[src/shared/isc_pkg.sv]
// Shared constants and types for the image scaler position engine.
// Assumes a single 10 MHz clock and a 32-bit word register port.
package isc_pkg;

	// ********************************
	// Register map (byte addresses)
	// ********************************
	localparam int AW = 8;
	localparam int DW = 32;
	localparam logic [AW-1:0] REG_CTRL     = 8'h00;
	localparam logic [AW-1:0] REG_X_START  = 8'h04;
	localparam logic [AW-1:0] REG_X_INC    = 8'h08;
	localparam logic [AW-1:0] REG_Y_START  = 8'h0C;
	localparam logic [AW-1:0] REG_Y_INC    = 8'h10;
	localparam logic [AW-1:0] REG_LINE_LEN = 8'h14;
	localparam logic [AW-1:0] REG_OUT_LEN  = 8'h18;
	localparam logic [AW-1:0] REG_X_POS    = 8'h1C;
	localparam logic [AW-1:0] REG_Y_POS    = 8'h20;
	localparam logic [AW-1:0] REG_STATUS   = 8'h24;

	// Control bits
	localparam int CTRL_BYPASS  = 0;
	localparam int CTRL_TO_SDRAM = 1;
	localparam int CTRL_LINE_GO = 2;
	localparam int CTRL_WIN_GO  = 3;

	// ********************************
	// Position format: 16.16 fixed point
	// ********************************
	localparam int FRAC_W  = 16;
	localparam int INT_W   = 16;
	localparam int POS_W   = INT_W + FRAC_W;
	localparam int PHASE_W = 5;
	localparam logic [POS_W-1:0] POS_HALF  = 32'h0000_8000;
	localparam logic [POS_W-1:0] INC_UNITY = 32'h0001_0000;
	localparam logic [POS_W-1:0] START_RST = 32'h0000_0000;
	localparam logic [INT_W-1:0] LEN_RST   = 16'h0000;
	localparam logic [PHASE_W-1:0] PHASE_ZERO = 5'h00;

	// ********************************
	// Filter shape
	// ********************************
	localparam int TAPS  = 5;
	localparam int PIX_W = 8;
	localparam logic [INT_W-1:0] PRIME_READS = 16'h0003;
	localparam logic [INT_W-1:0] ONE_READ    = 16'h0001;

	// ********************************
	// Colour conversion
	// ********************************
	localparam logic [PIX_W-1:0] CHROMA_FLIP = 8'h80;
	localparam logic signed [13:0] R_NUM = 14'sh0003;
	localparam int R_SHIFT = 3;
	localparam logic signed [13:0] B_NUM = 14'sh002F;
	localparam int B_SHIFT = 6;
	localparam logic signed [13:0] PIX_MAX = 14'sh00FF;

	typedef enum logic [1:0] {
		ST_IDLE  = 2'b00,
		ST_FETCH = 2'b01,
		ST_EMIT  = 2'b10
	} isc_state_t;

	typedef enum logic [1:0] {
		COMP_Y = 2'b00,
		COMP_U = 2'b01,
		COMP_V = 2'b10
	} isc_comp_t;

	typedef logic [TAPS-1:0][PIX_W-1:0] isc_taps_t;

	typedef struct packed {
		logic [INT_W-1:0]   line;
		logic [PHASE_W-1:0] phase;
	} isc_vpos_t;

	typedef struct packed {
		logic [PIX_W-1:0] r;
		logic [PIX_W-1:0] y;
		logic [PIX_W-1:0] b;
	} isc_rgb_t;

	// Signed phase of a rounded position, -16..+15 in 32nds
	function automatic logic [PHASE_W-1:0] isc_phase(
		input logic [POS_W-1:0] p);
		return {~p[FRAC_W-1], p[FRAC_W-2:FRAC_W-PHASE_W]};
	endfunction

endpackage

[src/core/isc_scaler.sv]
// Scaler position generator feeding a 5-tap filter window.
// Assumes pixel reader, output consumer and register port share clk.
// How it works
// - Output positions snap to a 1/32 input-pixel grid in both axes.
// - Horizontal and vertical distances are tracked with 16 fraction bits.
// - Position is start coordinate plus output index over scale factor.
// - Integer part picks nearest input pixel; fraction is distance onward.
// - Phase is five bits, centred, from -16/32 to +15/32.
// - Positions advance by inverse-scale increments once per output.
// - Increments are 16 integer bits plus 16 fraction bits.
// - Top five fraction bits address coefficients; counters keep full precision.
// - Integer advance gives number of input pixels fetched and shifted.
// - Upscaling advance is zero or one, from the fraction carry.
// - Shift-all mode shifts every read pixel through all five taps.
// - Shift-bypass mode skips all reads of an advance but the last.
// - Shift-bypass forces the coefficient address to zero.
// - Y, U, V gather into a triplet; results go to PCI or SDRAM.
// - Red is luma plus V plus three eighths of V.
// - Blue is luma plus U plus forty-seven sixty-fourths of U.
// - Chroma top bit is inverted to get signed values.
// - In shift-all mode the centre tap is nearest input pixel with two on each side.
// - At line end shifting and advancing stop; last output repeats.
`timescale 1ns/100ps
module isc_scaler (
	input  wire logic               clk,
	input  wire logic               rst_n,
	input  wire logic [7:0]         reg_addr,
	input  wire logic [31:0]        reg_wdata,
	input  wire logic               reg_wr,
	input  wire logic               reg_rd,
	output      logic [31:0]        reg_rdata,
	input  wire logic               pix_valid,
	input  wire logic [7:0]         pix_data,
	output      logic               pix_ready,
	output      logic               out_valid,
	input  wire logic               out_ready,
	output      isc_pkg::isc_taps_t out_taps,
	output      logic [4:0]         out_phase,
	output      logic               line_busy,
	output      isc_pkg::isc_vpos_t vpos,
	output      logic [15:0]        v_advance,
	input  wire logic               ycc_valid,
	input  wire isc_pkg::isc_comp_t ycc_comp,
	input  wire logic [7:0]         ycc_data,
	output      logic               pci_valid,
	output      logic               sdram_valid,
	output      isc_pkg::isc_rgb_t  rgb
);
	logic        rst_m;
	logic        rst_q;
	logic        bypass;
	logic        to_sdram;
	logic [31:0] x_start;
	logic [31:0] x_inc;
	logic [31:0] y_start;
	logic [31:0] y_inc;
	logic [15:0] line_len;
	logic [15:0] out_len;
	isc_pkg::isc_state_t state;
	isc_pkg::isc_state_t next_state;
	logic [31:0] acc;
	logic [31:0] next_acc;
	logic [31:0] step;
	logic [31:0] start_pos;
	logic [15:0] adv;
	logic [15:0] left;
	logic [15:0] next_left;
	logic [15:0] rd_cnt;
	logic [15:0] next_rd;
	logic [15:0] outs_left;
	logic [15:0] next_outs;
	logic        eol;
	logic        next_eol;
	logic        priming;
	logic        next_prime;
	logic        accept;
	logic        taken;
	logic        line_go;
	logic        win_go;
	logic        line_done;
	logic [31:0] y_acc;
	logic [31:0] y_step;

	// ********************************
	// Reset release
	// ********************************
	always_ff @(posedge clk or negedge rst_n) begin
		if (!rst_n) begin
			rst_m <= 1'b0;
			rst_q <= 1'b0;
		end else begin
			rst_m <= 1'b1;
			rst_q <= rst_m;
		end
	end

	// ********************************
	// Register port
	// ********************************
	assign line_go = reg_wr && reg_addr == isc_pkg::REG_CTRL
		&& reg_wdata[isc_pkg::CTRL_LINE_GO];
	assign win_go = reg_wr && reg_addr == isc_pkg::REG_CTRL
		&& reg_wdata[isc_pkg::CTRL_WIN_GO];

	always_ff @(posedge clk or negedge rst_q) begin
		if (!rst_q) begin
			bypass   <= 1'b0;
			to_sdram <= 1'b0;
			x_start  <= isc_pkg::START_RST;
			x_inc    <= isc_pkg::INC_UNITY;
			y_start  <= isc_pkg::START_RST;
			y_inc    <= isc_pkg::INC_UNITY;
			line_len <= isc_pkg::LEN_RST;
			out_len  <= isc_pkg::LEN_RST;
		end else if (reg_wr) begin
			unique case (reg_addr)
				isc_pkg::REG_CTRL: begin
					bypass   <= reg_wdata[isc_pkg::CTRL_BYPASS];
					to_sdram <= reg_wdata[isc_pkg::CTRL_TO_SDRAM];
				end
				isc_pkg::REG_X_START:  x_start  <= reg_wdata;
				isc_pkg::REG_X_INC:    x_inc    <= reg_wdata;
				isc_pkg::REG_Y_START:  y_start  <= reg_wdata;
				isc_pkg::REG_Y_INC:    y_inc    <= reg_wdata;
				isc_pkg::REG_LINE_LEN: line_len <= reg_wdata[15:0];
				isc_pkg::REG_OUT_LEN:  out_len  <= reg_wdata[15:0];
				default: begin
					bypass <= bypass;
				end
			endcase
		end
	end

	// Unmapped reads return zero
	always_ff @(posedge clk or negedge rst_q) begin
		if (!rst_q) begin
			reg_rdata <= 32'h0000_0000;
		end else if (reg_rd) begin
			unique case (reg_addr)
				isc_pkg::REG_CTRL:     reg_rdata <= {30'h0, to_sdram, bypass};
				isc_pkg::REG_X_START:  reg_rdata <= x_start;
				isc_pkg::REG_X_INC:    reg_rdata <= x_inc;
				isc_pkg::REG_Y_START:  reg_rdata <= y_start;
				isc_pkg::REG_Y_INC:    reg_rdata <= y_inc;
				isc_pkg::REG_LINE_LEN: reg_rdata <= {16'h0, line_len};
				isc_pkg::REG_OUT_LEN:  reg_rdata <= {16'h0, out_len};
				isc_pkg::REG_X_POS:    reg_rdata <= acc;
				isc_pkg::REG_Y_POS:    reg_rdata <= y_acc;
				isc_pkg::REG_STATUS:   reg_rdata <= {rd_cnt, 12'h0, priming,
					eol, state};
				default:               reg_rdata <= 32'h0000_0000;
			endcase
		end else begin
			reg_rdata <= 32'h0000_0000;
		end
	end

	// ********************************
	// Horizontal position sequencer
	// ********************************
	assign accept    = pix_valid && pix_ready;
	assign taken     = out_valid && out_ready;
	// Rounding by a half makes the integer the nearest pixel
	assign start_pos = x_start + isc_pkg::POS_HALF;
	assign step      = acc + x_inc;
	// Integer difference carries the fraction overflow too
	assign adv       = step[31:16] - acc[31:16];
	assign line_done = state == isc_pkg::ST_EMIT && taken
		&& outs_left == isc_pkg::ONE_READ;

	always_comb begin
		next_state = state;
		next_acc   = acc;
		next_left  = left;
		next_rd    = rd_cnt;
		next_eol   = eol;
		next_outs  = outs_left;
		next_prime = priming;
		unique case (state)
			isc_pkg::ST_IDLE: begin
				if (line_go && out_len != isc_pkg::LEN_RST) begin
					next_acc   = start_pos;
					// Negative starts cannot read before pixel zero
					next_left  = start_pos[31] ? isc_pkg::PRIME_READS
						: start_pos[31:16] + isc_pkg::PRIME_READS;
					next_rd    = isc_pkg::LEN_RST;
					next_eol   = 1'b0;
					next_outs  = out_len;
					next_prime = 1'b1;
					next_state = isc_pkg::ST_FETCH;
				end
			end
			isc_pkg::ST_FETCH: begin
				if (accept) begin
					next_left = left - isc_pkg::ONE_READ;
					next_rd   = rd_cnt + isc_pkg::ONE_READ;
					if (rd_cnt == line_len)
						next_eol = 1'b1;
				end
				if (next_left == isc_pkg::LEN_RST || next_eol) begin
					next_left  = isc_pkg::LEN_RST;
					next_prime = 1'b0;
					next_state = isc_pkg::ST_EMIT;
				end
			end
			isc_pkg::ST_EMIT: begin
				if (taken) begin
					next_outs = outs_left - isc_pkg::ONE_READ;
					if (outs_left == isc_pkg::ONE_READ) begin
						next_state = isc_pkg::ST_IDLE;
					end else if (!eol) begin
						next_acc  = step;
						next_left = adv;
						if (adv != isc_pkg::LEN_RST)
							next_state = isc_pkg::ST_FETCH;
					end
				end
			end
			default: begin
				next_state = isc_pkg::ST_IDLE;
			end
		endcase
	end

	always_ff @(posedge clk or negedge rst_q) begin
		if (!rst_q) begin
			state     <= isc_pkg::ST_IDLE;
			acc       <= isc_pkg::START_RST;
			left      <= isc_pkg::LEN_RST;
			rd_cnt    <= isc_pkg::LEN_RST;
			eol       <= 1'b0;
			outs_left <= isc_pkg::LEN_RST;
			priming   <= 1'b0;
		end else begin
			state     <= next_state;
			acc       <= next_acc;
			left      <= next_left;
			rd_cnt    <= next_rd;
			eol       <= next_eol;
			outs_left <= next_outs;
			priming   <= next_prime;
		end
	end

	// Ready is registered, so it is computed from next values
	always_ff @(posedge clk or negedge rst_q) begin
		if (!rst_q) begin
			pix_ready <= 1'b0;
			out_valid <= 1'b0;
			line_busy <= 1'b0;
			out_phase <= isc_pkg::PHASE_ZERO;
		end else begin
			pix_ready <= next_state == isc_pkg::ST_FETCH
				&& next_left != isc_pkg::LEN_RST && !next_eol;
			out_valid <= next_state == isc_pkg::ST_EMIT;
			line_busy <= next_state != isc_pkg::ST_IDLE;
			// Only the top fraction bits leave; acc keeps all sixteen
			out_phase <= bypass ? isc_pkg::PHASE_ZERO
				: isc_pkg::isc_phase(next_acc);
		end
	end

	// ********************************
	// Tap shift register
	// ********************************
	// Bypass keeps only the last read of an advance; priming fills all
	always_ff @(posedge clk or negedge rst_q) begin
		if (!rst_q) begin
			out_taps <= '0;
		end else if (accept && (!bypass || priming
				|| left == isc_pkg::ONE_READ)) begin
			out_taps <= {out_taps[isc_pkg::TAPS-2:0], pix_data};
		end
	end

	// ********************************
	// Vertical position
	// ********************************
	assign y_step = y_acc + y_inc;

	always_ff @(posedge clk or negedge rst_q) begin
		if (!rst_q) begin
			y_acc     <= isc_pkg::START_RST;
			vpos      <= '0;
			v_advance <= isc_pkg::LEN_RST;
		end else if (win_go) begin
			y_acc      <= y_start + isc_pkg::POS_HALF;
			vpos.line  <= y_start[31:16] + 16'(y_start[15]);
			vpos.phase <= isc_pkg::isc_phase(y_start + isc_pkg::POS_HALF);
			v_advance  <= isc_pkg::LEN_RST;
		end else if (line_done) begin
			y_acc      <= y_step;
			vpos.line  <= y_step[31:16];
			vpos.phase <= isc_pkg::isc_phase(y_step);
			v_advance  <= y_step[31:16] - y_acc[31:16];
		end
	end

	// ********************************
	// Colour conversion
	// ********************************
	isc_yuv2rgb i_isc_yuv2rgb (
		.clk         (clk),
		.rst_n       (rst_q),
		.to_sdram    (to_sdram),
		.ycc_valid   (ycc_valid),
		.ycc_comp    (ycc_comp),
		.ycc_data    (ycc_data),
		.pci_valid   (pci_valid),
		.sdram_valid (sdram_valid),
		.rgb         (rgb)
	);
endmodule

[src/core/isc_yuv2rgb.sv]
// Gathers Y, U, V bytes into a 4:4:4 triplet and converts to R and B.
// Assumes the feeder delivers components on the same clock.
`timescale 1ns/100ps
module isc_yuv2rgb (
	input  wire logic              clk,
	input  wire logic              rst_n,
	input  wire logic              to_sdram,
	input  wire logic              ycc_valid,
	input  wire isc_pkg::isc_comp_t ycc_comp,
	input  wire logic [7:0]        ycc_data,
	output      logic              pci_valid,
	output      logic              sdram_valid,
	output      isc_pkg::isc_rgb_t rgb
);
	logic              have_y;
	logic              have_u;
	logic [7:0]        y_r;
	logic signed [7:0] u_r;
	logic signed [7:0] v_in;
	logic signed [13:0] r_sum;
	logic signed [13:0] b_sum;
	logic              fire;

	function automatic logic [7:0] clamp(input logic signed [13:0] s);
		if (s < 0)
			return 8'h00;
		if (s > isc_pkg::PIX_MAX)
			return 8'hFF;
		return s[7:0];
	endfunction

	// ********************************
	// Triplet gathering
	// ********************************
	assign v_in = signed'(ycc_data ^ isc_pkg::CHROMA_FLIP);
	assign fire = ycc_valid && ycc_comp == isc_pkg::COMP_V
		&& have_y && have_u;

	always_ff @(posedge clk or negedge rst_n) begin
		if (!rst_n) begin
			have_y <= 1'b0;
			have_u <= 1'b0;
			y_r    <= 8'h00;
			u_r    <= 8'sh00;
		end else if (ycc_valid) begin
			unique case (ycc_comp)
				isc_pkg::COMP_Y: begin
					y_r    <= ycc_data;
					have_y <= 1'b1;
				end
				isc_pkg::COMP_U: begin
					u_r    <= signed'(ycc_data ^ isc_pkg::CHROMA_FLIP);
					have_u <= 1'b1;
				end
				isc_pkg::COMP_V: begin
					have_y <= 1'b0;
					have_u <= 1'b0;
				end
				default: begin
					have_y <= have_y;
				end
			endcase
		end
	end

	// ********************************
	// Conversion, constant multiply, arithmetic shift and add
	// ********************************
	always_comb begin
		r_sum = 14'($signed({6'h00, y_r})) + 14'(v_in)
			+ ((14'(v_in) * isc_pkg::R_NUM) >>> isc_pkg::R_SHIFT);
		b_sum = 14'($signed({6'h00, y_r})) + 14'(u_r)
			+ ((14'(u_r) * isc_pkg::B_NUM) >>> isc_pkg::B_SHIFT);
	end

	always_ff @(posedge clk or negedge rst_n) begin
		if (!rst_n) begin
			pci_valid   <= 1'b0;
			sdram_valid <= 1'b0;
			rgb         <= '0;
		end else begin
			pci_valid   <= fire && !to_sdram;
			sdram_valid <= fire && to_sdram;
			if (fire) begin
				rgb.r <= clamp(r_sum);
				rgb.y <= y_r;
				rgb.b <= clamp(b_sum);
			end
		end
	end
endmodule

[config.mk]
export PLATFORM = sky130hd
export DESIGN_NAME = isc_scaler
export DESIGN_NICKNAME = d
export VERILOG_FILES = /design/src/shared/isc_pkg.sv /design/src/core/isc_scaler.sv /design/src/core/isc_yuv2rgb.sv
export SDC_FILE = /design/constraint.sdc
export NUM_CORES = 1
export LEC_CHECK = 0
export BUFFER_PORTS_ARGS = -buffer_cell sky130_fd_sc_hd__buf_4
export CAP_MARGIN = 25
export CORE_ASPECT_RATIO = 1.4
export CORE_MARGIN = 10
export CORE_UTILIZATION = 55
export DETAILED_ROUTE_END_ITERATION = 8
export GPL_ROUTABILITY_DRIVEN = 0
export PLACE_DENSITY_LB_ADDON = 0.05
export SETUP_SLACK_MARGIN = 0.02
export SYNTH_ARGS = -nofsm -noshare
export SYNTH_HDL_FRONTEND = slang
export SYNTH_SLANG_ARGS = --single-unit
export TNS_END_PERCENT = 20
[constraint.sdc]
create_clock -name clk -period 14.3 [get_ports clk]
set_input_delay 0.715 -clock clk [delete_from_list [all_inputs] [get_ports clk]]
set_output_delay 0.715 -clock clk [all_outputs]
set_load 0.005 [all_outputs]
==> results of run 1 <==
-- stage by stage --
stage	utilization (%)	cell area (um^2)
finish	62.9	31400
global route	62.9	31400
CTS	62.9	31400
detailed placement	59.4	29600
global placement	59.4	29600
floorplan	-	27600
-- cell families after synthesis --
group,Yosys count,synth area share (%)
xor+xnor,186,5.90
fa+ha+maj,201,10.2
mux,248,10.1
simple gates,719,12.5
compound gates,755,17.9
other cells,1,0.0136
buf+inv,312,4.46
flops,428,38.8
-- worst max-delay path, stage by stage (launching register included) --
cell	delay, ps
dfrtp_1	520
inv_1	200
fa_1	520
inv_1	40
ha_1	260
inv_1	50
fa_1	490
fa_1	520
inv_1	40
ha_1	320
a21oi_1	270
o21bai_1	150
a21oi_1	250
nor2b_1	90
o21ai_0	150
nand2b_1	120
a311oi_1	460
xor2_1	230
fa_1	530
inv_1	50
ha_1	320
o21ai_0	170
nand3_1	140
o21ai_0	110
a22oi_1	560
nor2_1	110
o21ai_0	190
-- layer usage --
| metal | part of all wire (%) | track usage (%) | up-vias |
|---|---|---|---|
| li1 | - | - | 10594 |
| met1 | 37 | 31.3 | 11518 |
| met2 | 51 | 50.1 | 903 |
| met3 | 5.7 | 4.81 | 265 |
| met4 | 6.7 | 17.1 | 2 |
| met5 | 0.015 | 0 | - |
-- cell type report --
class | count | area (um^2) | area share (%)
Clock inverter | 32 | 473 | 1.51
Inverter | 166 | 623 | 1.98
Clock buffer | 54 | 1240 | 3.96
Sequential cell | 428 | 10700 | 34.1
Multi-Input combinational cell | 2110 | 15700 | 49.9
Tap cell | 643 | 805 | 2.56
Timing Repair Buffer | 241 | 1850 | 5.91
Antenna cell | 2 | 5.00 | 0.0159
-- worst max path at each step --
stage                              start                    to  slack (ps)  cells after the start
global route        i_isc_yuv2rgb.u_r[5]  i_isc_yuv2rgb.rgb[6]        6830                     26
global placement    i_isc_yuv2rgb.u_r[5]  i_isc_yuv2rgb.rgb[5]        7790                     26
floorplan                          rst_q                acc[0]        1490                      0
CTS                 i_isc_yuv2rgb.u_r[5]  i_isc_yuv2rgb.rgb[6]        7380                     25
finish              i_isc_yuv2rgb.u_r[5]  i_isc_yuv2rgb.rgb[6]        7340                     26
detailed placement  i_isc_yuv2rgb.u_r[5]  i_isc_yuv2rgb.rgb[4]        7400                     25
-- layout by cell type (no fill, tap or decap), types with 114 or more instances in the layout --
cell type | synthesis | routed
a21oi_1 | 201 | 201
buf_4 | 13 | 236
dfrtp_1 | 426 | 425
ha_1 | 160 | 160
inv_1 | 165 | 165
mux2_2 | 231 | 231
nand2_1 | 195 | 193
nor2_1 | 207 | 204
o21ai_0 | 162 | 162
xnor2_1 | 114 | 114
-- flip-flops by register name (all words and copies together), names as in the netlist, 21 cells and up --
| name | flops |
|---|---|
| acc | 32 |
| i_isc_yuv2rgb.rgb | 24 |
| out_taps | 40 |
| reg_rdata | 32 |
| vpos | 21 |
| x_inc | 32 |
| x_start | 32 |
| y_inc | 32 |
| y_start | 32 |
-- what timing repair did --
item / CTS / global route
hold buffers: 1 / 0
resized for setup: 0 / 0
hold endpoints to repair: 2 / 0
buffers inserted: 0 / 0
-- power by group through the flow --
stage	registers [mW]	logic (mW)	clock network, mW
floorplan	1.36	1.15	0
global placement	1.39	1.56	0
detailed placement	1.39	1.60	0
CTS	1.37	1.61	1.38
global route	1.37	1.81	1.42
finish	1.37	1.62	1.36
==> metrics.cfg, run 1 <==
[route]
routed_wl_mm = 87.1
antenna_left = 0
drc = 0
vias = 23282
drt-initial-drc-count = 2067
first_pass_iters = 8
wl_per_cell_um = 23.7
avgViaCountPerCell = 6.33

[cells_and_area]
final_nets = 3259
layout-drive-gt1-share_pct = 19.3
nFillCells = 4202
final_cells = 3676
synthToLayoutAreaGrowth_pct = 13.8

[synthesis]
synth_top_area_share_pct = 38.6
synth_most_common_cell = dfrtp_1
synth_nets = 3116
yosysTopAreaCell = dfrtp_1
ys_seq_area_share_pct = 38.8
synth_edf_count = 0
netlist_top_cells_count = dfrtp_1, mux2_2, nor2_1
synth_flop_cell = dfrtp_1
ys_seq_elements = 428
synth_warnings = 0
synthCells = 2850
netlist_area_um2 = 27600
syn_avg_cell_area_um2 = 9.68
synth_area_leaders = dfrtp_1, mux2_2, ha_1
ys_types = 86
async_flop_share_pct = 100

[min_path]
hold_start = ycc_valid
whs_endpoint = i_isc_yuv2rgb.have_y
worstHoldPathCells = 2
hold_path_class = primary input to register

[setup_path]
critPathLaunchType = register
reg2reg_depth = 26
r2r-end = i_isc_yuv2rgb.rgb[6]
end_kind = register
reg2reg_from = i_isc_yuv2rgb.u_r[5]
critPathArrivalTime_ps = 7480
rrSetupSlack_ps = 7340
criticalPathCategory = register to register
cp_max_fo = 8
cp.required_ps = 14810

[sta]
fin_hold_ws_ps = 335
fin_ws_ps = 7340
tns_ps = 0
timing.final.crit_share_pct = 48.7
hold_viol = 0
drv_slew = 0
finClkSkew_ps = 28.4
setup_viol_count_final = 0
fmax_mhz = 144
post-route-min-period_ps = 6960
rsz0062_at_grt = false
slew_headroom_pct = 29.2
tightest_slew_ps = 1060

[grt]
first_global_vias = 23617
track_usage_pct = 28.4
antenna_found_initial = 3
grt_max_degree = 183
grt_pass1_wl_mm = 135
overflow = 0

[pwr]
share_comb_of_total_power_pct = 37.3
power_switching_share_pct = 35.5
p_leak_nw = 14.9
power_density_nw_per_um2 = 138
pwr-share-clk_pct = 31.2
power_mw = 4.35
vdd_drop_max_mv = 0.260
power.switching_mw = 1.55
seqPwrFrac_pct = 31.4
p_int_mw = 2.80

[floorplanning]
rows = 97
die_w_um = 209
ioPinCount = 208
coreArea_um2 = 49900
die-height_um = 285
initial_core_util_pct = 55.3
dieArea_um2 = 59700

[clock_tree]
worstSkewPairLatency_ps = 610
cts_inserted_buffers = 46
clock-sinks = 428
htreeDepth = 2
cts_tree = yes
root_buffer = clkbuf_16
clk_pin_slew_worst_paths_ps = 60
clk_path_buf_depth = 3

[outcome]
outcome = finished clean

[flow_run]
cap_violations = 0

[placed_design]
dp.cells = 3585
dp_slack_ps = 7400
port-buffer-count = 207
dp.final_hpwl_mm = 65.3

Power figures use the tool's default switching activity.
==> run 2, diff against run 1 <==
Clock period 14.3 ns to 6.45 ns, I/O delays scaled along.
==> metrics.cfg, run 2 (synthesis results as in run 1) <==
[grt]
track_usage_pct = 28.7
grt_max_degree = 155
antenna_found_initial = 3
overflow = 0
grt_pass1_wl_mm = 136
first_global_vias = 23901

[setup_path]
end_kind = register
crit_slowest_cell = fa_1
criticalPathCategory = register to register
cp.required_ps = 6980
critPathLaunchType = register
critPathArrivalTime_ps = 6660
max_stage_delay_ps = 520
cp_max_fo = 8

[cells_and_area]
final_cells = 3707
layout-drive-gt1-share_pct = 19.9
mostFrequentLayoutCells = dfrtp_1, buf_4, mux2_2
final_common_cell = dfrtp_1
largest_reg_flops = 40
final_nets = 3293
synthToLayoutAreaGrowth_pct = 14.8
top_register = out_taps

[outcome]
outcome = finished clean

[floorplanning]
rows = 97
initial_core_util_pct = 55.3
ioPinCount = 208
coreArea_um2 = 49900
die-height_um = 285
die_w_um = 209
dieArea_um2 = 59700

[sta]
drv_slew = 0
fmax_mhz = 163
slew_headroom_pct = 25.7
finClkSkew_ps = 18.4
timing.final.crit_share_pct = 95.1
fin_ws_ps = 316
tightest_slew_ps = 1110
rsz0062_at_grt = true
tns_ps = 0
fin_hold_ws_ps = 21.6
setup_viol_count_final = 0
post-route-min-period_ps = 6130
hold_viol = 0

[clock_tree]
clock-sinks = 428
root_buffer = clkbuf_16
htreeDepth = 2
clk_pin_slew_worst_paths_ps = 70
worstSkewPairLatency_ps = 610
cts_inserted_buffers = 45
clk_path_buf_depth = 3
cts_tree = yes

[pwr]
power_mw = 9.76
p_leak_nw = 15.0
power_density_nw_per_um2 = 308
vdd_drop_max_mv = 0.648

[route]
first_pass_iters = 6
avgViaCountPerCell = 6.35
antenna_left = 0
routed_wl_mm = 88.2
drc = 0
drt-initial-drc-count = 2115
vias = 23527
wl_per_cell_um = 23.8

[placed_design]
dp.final_hpwl_mm = 65.6
port-buffer-count = 207
dp.cells = 3592
dp_slack_ps = -84.6

[flow_run]
cap_violations = 0

[min_path]
hold_path_class = primary input to register

## run 2: cell count changes in the layout (fill, tap and decap cells not counted), sizes merged
cell / before / now
clkinv: 12 / 11
buf: 240 / 254
dlygate4sd3: 1 / 22
clkinvlp: 7 / 4
bufinv: 10 / 4
clkbuf: 54 / 63
inv: 169 / 166
## run 2: worst max-delay path: cells and delay by family (launching register included)
kind | cells | cell delay (ps)
flops | 1 | 420
buf+inv | 5 | 530
xor+xnor | 1 | 150
fa+ha+maj | 7 | 2760
simple gates | 4 | 440
compound gates | 10 | 1790
## run 2: final timing paths
| kind | slack [ps] | cells after the start | startpoint | to |
|---|---|---|---|---|
| setup / recovery | 320 | 27 | i_isc_yuv2rgb.u_r[4] | i_isc_yuv2rgb.rgb[6] |
| hold / removal | 20 | 2 | reg_wdata[17] | x_inc[17] |
| setup reg to reg | 320 | 27 | i_isc_yuv2rgb.u_r[4] | i_isc_yuv2rgb.rgb[6] |
| hold reg to reg | 280 | 0 | rst_q | outs_left[12] |
| max in group asynchronous | 4870 | 1 | rst_q | vpos[7] |
| min in group asynchronous | 50 | 2 | rst_n | rst_q |
## run 2: final cells by class
| type | count | area, um^2 |
|---|---|---|
| Clock inverter | 19 | 233 |
| Fill cell | 4151 | 18200 |
| Tap cell | 643 | 805 |
| Sequential cell | 428 | 10700 |
| Antenna cell | 2 | 5.00 |
| Clock buffer | 63 | 1350 |
| Timing Repair Buffer | 276 | 2200 |
| Inverter | 166 | 627 |
| Multi-Input combinational cell | 2110 | 15700 |
## run 2: repair_timing
item / in CTS / in global routing
setup endpoints to repair: 8 / 8
endpoints found under the hold margin: 59 / 0
buffers inserted: 0 / 7
pin swaps: 0 / 7
gates resized for setup: 2 / 20
hold buffers: 22 / 0
## run 2: where the power goes
part           leakage [nW]  internal (mW)  total, mW  switching, mW
clock                 0.778           1.62       2.79           1.17
sequential             5.82           2.83       3.02          0.185
combinational          8.43           1.78       3.95           2.17
total                  15.0           6.24       9.76           3.52
## run 2: through the flow
step	util [%]	area (um^2)
after detailed placement	59.6	29700
after floorplan	-	27600
final	63.5	31700
after CTS	63.2	31500
after global placement	59.5	29700
after global routing	63.5	31700
## run 2: routing by layer
metal  track usage (%)  vias to the layer above  share of wire [%]
li1                  -                    10698                  -
met1              31.6                    11569                 36
met2              49.6                      949                 50
met3              4.96                      309                6.1
met4              19.8                        2                7.8
met5                 0                        -              0.015
